## config.mk

```make
export PLATFORM = sky130hd
export DESIGN_NAME = float_mode_pulse_math_config
export DESIGN_NICKNAME = d
export VERILOG_FILES = /design/src/logic/float_math_pkg.sv /design/src/logic/float_mode_pulse_math_config.sv
export SDC_FILE = /design/constraint.sdc
export NUM_CORES = 1
export LEC_CHECK = 0
export ABC_AREA = 1
export ABC_CLOCK_PERIOD_IN_PS = 2180
export BUFFER_PORTS_ARGS = -buffer_cell sky130_fd_sc_hd__buf_2
export CORE_MARGIN = 8
export CORE_UTILIZATION = 59
export CTS_BUF_LIST = sky130_fd_sc_hd__clkbuf_16
export DETAILED_ROUTE_END_ITERATION = 10
export PLACE_DENSITY = 0.79
export SETUP_SLACK_MARGIN = 0.2
export SYNTH_ARGS = -nofsm -noshare
export SYNTH_HDL_FRONTEND = slang
export SYNTH_SLANG_ARGS = --single-unit
```

## constraint.sdc

```tcl
create_clock -name i_clk -period 2.18 [get_ports i_clk]
set_input_delay 0.109 -clock i_clk [delete_from_list [all_inputs] [get_ports i_clk]]
set_output_delay 0.109 -clock i_clk [all_outputs]
set_load 0.01 [all_outputs]
```

## src/logic/float_math_pkg.sv

```systemverilog
// Constants and types for the float-mode configuration block
package float_math_pkg;
    // Register offsets
    localparam logic [7:0] BKG_LIMIT_ADDR   = 8'h1c;
    localparam logic [7:0] LED_CFG_A_ADDR   = 8'h3e;
    localparam logic [7:0] LED_CFG_B_ADDR   = 8'h3f;
    localparam logic [7:0] MATH_CTRL_ADDR   = 8'h58;
    localparam logic [7:0] FLOAT_ENABLE_B_ADDR    = 8'h59;
    localparam logic [7:0] FLOAT_ENABLE_A_ADDR    = 8'h5e;
    localparam logic [7:0] BKG_CNT_ADDR     = 8'h7f;
    // Field positions
    localparam int LED_SEL_LSB      = 14;
    localparam int LED_WIDTH_LSB    = 8;
    localparam int LED_OFFSET_LSB   = 0;
    localparam int MATH12_A_LSB     = 1;
    localparam int MATH12_B_LSB     = 5;
    localparam int INT_BUF_BIT      = 7;
    localparam int MATH34_A_LSB     = 8;
    localparam int MATH34_B_LSB     = 10;
    localparam int FLT_EN_LSB       = 13;
    // Reset values, writable masks and the enable-on code
    localparam logic [15:0] LED_CFG_RESET   = 16'h0320;
    localparam logic [15:0] LED_CFG_MASK    = 16'hdfff;
    localparam logic [15:0] MATH_RESET      = 16'h0000;
    localparam logic [15:0] MATH_MASK       = 16'h0fe6;
    localparam logic [13:0] BKG_LIMIT_RESET = 14'h0000;
    localparam logic [1:0]  FLT_EN_RESET    = 2'h0;
    localparam logic [1:0]  FLT_EN_ON       = 2'h3;
    // Timing
    localparam int CLK_PERIOD_NS    = 10;
    localparam int STEP_US          = 1;
    localparam int STEP_CYCLES      = STEP_US * 1000 / CLK_PERIOD_NS;
    localparam logic [6:0] STEP_LAST = 7'(STEP_CYCLES - 1);

    typedef enum logic [1:0] {
        SEQ_IDLE,
        SEQ_DELAY,
        SEQ_FIRE,
        SEQ_WAIT
    } seq_state_t;

    typedef struct packed {
        logic        wr;
        logic        rd;
        logic [7:0]  addr;
        logic [15:0] wdata;
    } reg_req_t;

    typedef struct packed {
        logic        start;
        logic        slot_b;
        logic        pulse_req;
        logic        slot_end;
    } seq_ctl_t;

    typedef struct packed {
        seq_state_t  st;
        logic        slot_b;
        logic [13:0] limit;
        logic [15:0] led_a;
        logic [15:0] led_b;
        logic [15:0] math;
        logic [1:0]  en_a;
        logic [1:0]  en_b;
        logic [6:0]  tick;
        logic [7:0]  ucnt;
        logic [1:0]  idx;
        logic [15:0] bkg_cnt;
        logic [15:0] rd;
        logic [2:0]  led;
        logic        smp_v;
        logic        smp_sub;
    } state_t;
endpackage : float_math_pkg

```

## src/logic/float_mode_pulse_math_config.sv

```systemverilog
// Float-mode register bank, LED pulse timer and sample sign logic
`timescale 1ns/1ps
`default_nettype none

module float_mode_pulse_math_config (
    // Clock and reset
    input  wire logic                     i_clk,
    input  wire logic                     i_nrst,
    // Register port
    input  wire float_math_pkg::reg_req_t i_reg,
    output logic [15:0]                   o_rd_data,
    // Sequencer control
    input  wire float_math_pkg::seq_ctl_t i_seq,
    // Samples
    input  wire logic                     i_sample_valid,
    input  wire logic [13:0]              i_adc_data,
    // Results
    output logic [2:0]                    o_led_drive,
    output logic                          o_sample_valid,
    output logic                          o_sample_subtract,
    output logic                          o_integrator_buffer,
    output logic                          o_busy,
    output logic [15:0]                   o_bkg_exceed_count
);
    float_math_pkg::state_t s_ff;
    float_math_pkg::state_t nxt_s;

    // Sign for a sample position within a four-sample group
    function automatic logic sign_of(input logic [15:0] math,
                                     input logic sb,
                                     input logic [1:0] idx);
        logic [1:0] code;
        code = 2'h0;
        if (idx[1] == 1'b0) begin
            code = sb ? math[float_math_pkg::MATH12_B_LSB +: 2]
                      : math[float_math_pkg::MATH12_A_LSB +: 2];
        end
        else begin
            code = sb ? math[float_math_pkg::MATH34_B_LSB +: 2]
                      : math[float_math_pkg::MATH34_A_LSB +: 2];
        end
        return idx[0] ? code[0] : code[1];
    endfunction : sign_of

    // One-hot LED drive from a two-bit choice, all off for choice zero
    function automatic logic [2:0] led_of(input logic [1:0] sel);
        logic [2:0] v;
        v = 3'h0;
        if (sel != 2'h0) begin
            v[sel - 2'h1] = 1'b1;
        end
        return v;
    endfunction : led_of

    logic [15:0] cfg;
    logic        us_tick;
    logic        slot_on;

    always_comb begin
        nxt_s   = s_ff;
        cfg     = s_ff.slot_b ? s_ff.led_b : s_ff.led_a;
        us_tick = 1'b0;
        slot_on = 1'b0;
        nxt_s.smp_v = 1'b0;
        if (s_ff.st != float_math_pkg::SEQ_IDLE) begin
            if (s_ff.tick == float_math_pkg::STEP_LAST) begin
                nxt_s.tick = 7'h0;
                us_tick    = 1'b1;
            end else begin
                nxt_s.tick = s_ff.tick + 7'h1;
            end
        end
        case (s_ff.st)
            float_math_pkg::SEQ_DELAY: begin
                if (s_ff.ucnt == 8'h0) begin
                    nxt_s.ucnt = 8'(cfg[float_math_pkg::LED_WIDTH_LSB +: 5]);
                    nxt_s.tick = 7'h0;
                    if (cfg[float_math_pkg::LED_WIDTH_LSB +: 5] == 5'h0) begin
                        nxt_s.st = float_math_pkg::SEQ_WAIT;
                    end else begin
                        nxt_s.st  = float_math_pkg::SEQ_FIRE;
                        nxt_s.led = led_of(cfg[float_math_pkg::LED_SEL_LSB +: 2]);
                    end
                end else if (us_tick) begin
                    nxt_s.ucnt = s_ff.ucnt - 8'h1;
                end
            end
            float_math_pkg::SEQ_FIRE: begin
                if (us_tick) begin
                    nxt_s.ucnt = s_ff.ucnt - 8'h1;
                    if (s_ff.ucnt == 8'h1) begin
                        nxt_s.st  = float_math_pkg::SEQ_WAIT;
                        nxt_s.led = 3'h0;
                    end
                end
            end
            float_math_pkg::SEQ_WAIT: begin
                if (i_seq.slot_end) begin
                    nxt_s.st = float_math_pkg::SEQ_IDLE;
                end else if (i_seq.pulse_req &&
                             cfg[float_math_pkg::LED_WIDTH_LSB +: 5] != 5'h0) begin
                    nxt_s.st   = float_math_pkg::SEQ_FIRE;
                    nxt_s.tick = 7'h0;
                    nxt_s.ucnt = 8'(cfg[float_math_pkg::LED_WIDTH_LSB +: 5]);
                    nxt_s.led  = led_of(cfg[float_math_pkg::LED_SEL_LSB +: 2]);
                end
            end
            default: begin
            end
        endcase
        // Samples only count while a float slot is running
        if (i_sample_valid && s_ff.st != float_math_pkg::SEQ_IDLE) begin
            nxt_s.smp_v   = 1'b1;
            nxt_s.smp_sub = sign_of(s_ff.math, s_ff.slot_b, s_ff.idx);
            nxt_s.idx     = s_ff.idx + 2'h1;
            if (s_ff.slot_b && sign_of(s_ff.math, 1'b1, s_ff.idx) &&
                i_adc_data > s_ff.limit && s_ff.bkg_cnt != 16'hffff) begin
                nxt_s.bkg_cnt = s_ff.bkg_cnt + 16'h1;
            end
        end
        // Slot start overrides any pulse in flight
        if (i_seq.start) begin
            nxt_s.slot_b = i_seq.slot_b;
            nxt_s.idx    = 2'h0;
            nxt_s.tick   = 7'h0;
            nxt_s.led    = 3'h0;
            nxt_s.ucnt   = i_seq.slot_b ? s_ff.led_b[7:0] : s_ff.led_a[7:0];
            slot_on = i_seq.slot_b ? (s_ff.en_b == float_math_pkg::FLT_EN_ON)
                                   : (s_ff.en_a == float_math_pkg::FLT_EN_ON);
            nxt_s.st = slot_on ? float_math_pkg::SEQ_DELAY
                               : float_math_pkg::SEQ_IDLE;
        end
        // Register writes
        if (i_reg.wr) begin
            if (i_reg.addr == float_math_pkg::BKG_LIMIT_ADDR) begin
                nxt_s.limit = i_reg.wdata[13:0];
            end else if (i_reg.addr == float_math_pkg::LED_CFG_A_ADDR) begin
                nxt_s.led_a = i_reg.wdata & float_math_pkg::LED_CFG_MASK;
            end else if (i_reg.addr == float_math_pkg::LED_CFG_B_ADDR) begin
                nxt_s.led_b = i_reg.wdata & float_math_pkg::LED_CFG_MASK;
            end else if (i_reg.addr == float_math_pkg::MATH_CTRL_ADDR) begin
                nxt_s.math = i_reg.wdata & float_math_pkg::MATH_MASK;
            end else if (i_reg.addr == float_math_pkg::FLOAT_ENABLE_B_ADDR) begin
                nxt_s.en_b = i_reg.wdata[float_math_pkg::FLT_EN_LSB +: 2];
            end else if (i_reg.addr == float_math_pkg::FLOAT_ENABLE_A_ADDR) begin
                nxt_s.en_a = i_reg.wdata[float_math_pkg::FLT_EN_LSB +: 2];
            end
        end
        // Register reads, unmapped reads as zero
        if (i_reg.rd) begin
            if (i_reg.addr == float_math_pkg::BKG_LIMIT_ADDR) begin
                nxt_s.rd = {2'h0, s_ff.limit};
            end else if (i_reg.addr == float_math_pkg::LED_CFG_A_ADDR) begin
                nxt_s.rd = s_ff.led_a;
            end else if (i_reg.addr == float_math_pkg::LED_CFG_B_ADDR) begin
                nxt_s.rd = s_ff.led_b;
            end else if (i_reg.addr == float_math_pkg::MATH_CTRL_ADDR) begin
                nxt_s.rd = s_ff.math;
            end else if (i_reg.addr == float_math_pkg::FLOAT_ENABLE_B_ADDR) begin
                nxt_s.rd = {1'b0, s_ff.en_b, 13'h0};
            end else if (i_reg.addr == float_math_pkg::FLOAT_ENABLE_A_ADDR) begin
                nxt_s.rd = {1'b0, s_ff.en_a, 13'h0};
            end else if (i_reg.addr == float_math_pkg::BKG_CNT_ADDR) begin
                nxt_s.rd = s_ff.bkg_cnt;
            end else begin
                nxt_s.rd = 16'h0;
            end
        end
    end

    always_ff @(posedge i_clk or negedge i_nrst) begin
        if (!i_nrst) begin
            s_ff         <= '0;
            s_ff.st      <= float_math_pkg::SEQ_IDLE;
            s_ff.limit   <= float_math_pkg::BKG_LIMIT_RESET;
            s_ff.led_a   <= float_math_pkg::LED_CFG_RESET;
            s_ff.led_b   <= float_math_pkg::LED_CFG_RESET;
            s_ff.math    <= float_math_pkg::MATH_RESET;
            s_ff.en_a    <= float_math_pkg::FLT_EN_RESET;
            s_ff.en_b    <= float_math_pkg::FLT_EN_RESET;
        end else begin
            s_ff <= nxt_s;
        end
    end

    assign o_rd_data          = s_ff.rd;
    assign o_led_drive        = s_ff.led;
    assign o_sample_valid     = s_ff.smp_v;
    assign o_sample_subtract  = s_ff.smp_sub;
    assign o_integrator_buffer = s_ff.math[float_math_pkg::INT_BUF_BIT];
    assign o_busy             = (s_ff.st != float_math_pkg::SEQ_IDLE);
    assign o_bkg_exceed_count = s_ff.bkg_cnt;
endmodule : float_mode_pulse_math_config

`default_nettype wire

```

==> summary.txt <==
Run status
  – Status: complete, no violations

Floorplan
  – # rows: 38
  – DIE HEIGHT: 122.0 um
  – Full die area: 14900 um^2
  – Initial core utilization: 60.94%
  – Die width: 122.0 um
  – Core ar.: 10890 um^2
  – Ports: 86

Synthesis
  – Synth top area share: 40.73%
  – Synth cell types: 39
  – YS warnings: 0
  – FFs w/ async S/R, synth: 100.0%
  – Top FF cell, synth: dfrtp_1
  – Number of enable flip-flop cells after synthesis: 0
  – Sequential element share of the synthesized area: 43.11%
  – Post-synth net total: 961
  – Netlist Area Pre-Place: 6635 um^2
  – Largest cells by area after synthesis: dfrtp_1 41%, nand2_1 14%, o21ai_0 7.2%
  – Seq cells post-synth: 114
  – Cell count after synthesis: 896
  – Post-synth top area cell: dfrtp_1
  – Synth Area per Inst: 7.405 um^2

Finish
  – Commonest non-fill, non-tap cells in the layout: 247 x nand2_1, 107 x dfrtp_1, 103 x nor2_1, 96 x o21ai_0, 86 x inv_1
  – Ratio of cells with drive above 1 in the final layout: 18.46%
  – ANT cells: 0
  – Layout area overhead: 17.90%
  – Number of fill cells: 878
  – Final Core Density: 71.85%
  – Commonest non-fill, non-tap cell in the layout: nand2_1
  – Final #Nets: 1039

Setup path
  – Worst setup endpoint: o_bkg_exceed_count[7]
  – Crit path max-delay cell type: dfrtp_1
  – Crit Path Max Fanout: 6
  – CP cell instances: inv_1 -> ha_1 -> nand2_1 -> inv_2 -> nand3_2 -> nor2_4 -> nand4_1 -> nor3b_4 -> buf_4 -> buf_6 -> nand3_2 -> nand2_1
  – CP Launch Point: s_ff[114]
  – CP Data Required Time: 2.47 ns
  – Slowest stage delay, CP: 0.34 ns
  – R2R Path Start: s_ff[114]
  – WP data arrival: 2.23 ns
  – Startpoint types: register
  – FF-to-FF path depth: 12
  – Crit end category: register
  – Internal reg-to-reg setup slack: 0.24 ns
  – Crit path kind: reg -> reg
  – RR Endpoint: o_bkg_exceed_count[7]

Timing
  – Period minus WS final: 1.940 ns
  – Final Cycle Share: 88.98%
  – Max Slew Vio Count: 0
  – Final setup vio count: 0
  – RSZ-0062 raised after global routing: false
  – Slew headroom: 65.53%
  – Final-report hold violation count: 0
  – Setup Skew: 0.01042 ns
  – Fmax: 515.5 MHz
  – TNS Setup: 0 ns
  – Slew @ Worst Pin: 0.5170 ns

CTS
  – CTS tree: built
  – Sink Count: 114
  – H-Tree Depth: 4
  – CTS max path bufs: 2
  – Clock root cell: clkbuf_16
  – Clock latency on the worst-skew pair: 0.42 ns
  – Num CTS Buffers: 17
  – Clock-pin slew on the worst setup and hold paths: 0.05 ns

Power and ir drop
  – Max IR drop VDD: 648.5 uV
  – Comb power frac: 20.8%
  – P_sw: 2.071 mW
  – Pwr/cell area: 852.4 nW/um^2
  – Int Power: 4.596 mW
  – Reg power frac: 38.4%
  – Leak Pwr: 3.889 nW
  – Net Sw Frac: 31.07%
  – Power share of the clock group: 40.8%

Detailed routing
  – DR iter-0 viols: 659
  – # DRC: 0
  – Vias: 6276
  – Pre-antenna DRT Iters: 5
  – Via density per instance: 5.574
  – Post-route ant nets: 0
  – Routed Wire Length: 19140 um
  – Drt wl/cell: 17.00 um

GRT
  – Overflow after GRT: 0
  – First-pass GRT wire length: 30680 um
  – Initial antenna violation count: 0
  – Total GRT Usage: 26.29%
  – Vias in the first global route: 6068
  – Largest net degree at the start of global routing: 42

Place
  – Port Buffer Count: 85
  – Gpl congestion: 0.9407
  – DP HPWL: 13960 um

Hold path
  – Min-delay worst type: in -> reg
  – Hold path cells: 3

Flow run
  – Max Cap Viol: 0
[cell families after synthesis]
family	count (synthesis)	share of synthesized area (%)
compound gates	145	11.92
xor+xnor	22	2.904
fa+ha+maj	18	3.394
buf+inv	148	10.65
flops	114	43.11
simple gates	449	28.02
[worst max-delay path: cells and delay by family, from the launching register on]
kind | cells | cell delay (ns)
fa+ha+maj | 1 | 0.28
buf+inv | 4 | 0.40
simple gates | 7 | 0.78
flops | 1 | 0.34
[worst min path at each step]
stage | start | end | slack (ns)
4_1_cts | i_sample_valid | o_sample_valid | 0.005
3_3_place_gp | i_nrst | s_ff[112] | 0.11
5_1_grt | i_reg[8] | s_ff[82] | 0.009
6_report | i_reg[8] | s_ff[82] | 0.002
2_1_floorplan | i_nrst | o_bkg_exceed_count[0] | -0.19
3_5_place_dp | i_nrst | o_rd_data[9] | 0.11
[per-layer routing]
metal / up-vias / global-route usage [%] / wire (um)
li1: 3018 / - / -
met1: 2967 / 32.75 / 7763
met2: 252 / 44.28 / 9559
met3: 39 / 5.137 / 1331
met4: 0 / 9.869 / 485
met5: - / 0 / 0
[state kept, by name, indices dropped and copies added (netlist names)]
register	cells
o_bkg_exceed_count	16
o_led_drive	3
s_ff	76
o_integrator_buffer	1
o_sample_subtract	1
o_rd_data	16
o_sample_valid	1
[timing repair]
| item | in CTS | in global routing |
|---|---|---|
| endpoints found under the hold margin | 38 | 0 |
| pin swaps | 1 | 8 |
| buffers inserted | 1 | 6 |
| hold buffers | 2 | 0 |
| endpoints found under the setup margin | 1 | 35 |
| cloned | 0 | 2 |
| gates resized for setup | 0 | 23 |
[Yosys cell counts (4+ instances only)]
library cell	instances
o21ai_0	96
xnor2_1	4
nor3_1	12
dfrtp_1	108
nand4_1	8
ha_1	18
o2111ai_1	4
clkbuf_1	16
buf_4	37
nand2_1	251
xor2_1	18
nand3_1	60
inv_1	86
o211ai_1	8
dfstp_2	6
nor2_1	105
a21oi_1	23
[cell type report]
| class | instances | area (um^2) | area share, % |
|---|---|---|---|
| Timing Repair Buffer | 115 | 688.2 | 8.797 |
| Clock inverter | 14 | 148.9 | 1.903 |
| Tap cell | 140 | 175.2 | 2.239 |
| Clock buffer | 17 | 425.4 | 5.438 |
| Inverter | 91 | 342.8 | 4.383 |
| Sequential cell | 114 | 2861 | 36.58 |
| Multi-Input combinational cell | 635 | 3181 | 40.66 |
[per-stage QoR]
stage          hold slack (ns)  total power, mW  worst slack, ns  cells  instance area [um^2]
6_report              0.001918            6.668           0.2403   1126                  7823
5_1_grt               0.009464            6.994           0.1700   1126                  7823
4_1_cts               0.005496            6.606           0.2015   1118                  7651
3_5_place_dp            0.1116            3.881           0.2175   1084                  7049
3_3_place_gp            0.1122            3.859           0.2594   1084                  7049
2_1_floorplan          -0.1866            3.477           0.4044    896                  6635
[power groups by stage]
stage          Sequential [mW]  Clock (mW)  Combinational [mW]
6_report                  2.56        2.72                1.39
5_1_grt                   2.59        2.83                1.57
4_1_cts                   2.55        2.73                1.32
3_5_place_dp              2.58           0                1.30
3_3_place_gp              2.58           0                1.28
2_1_floorplan             2.53           0               0.946
No activity file was read; power rests on OpenSTA's default activity.
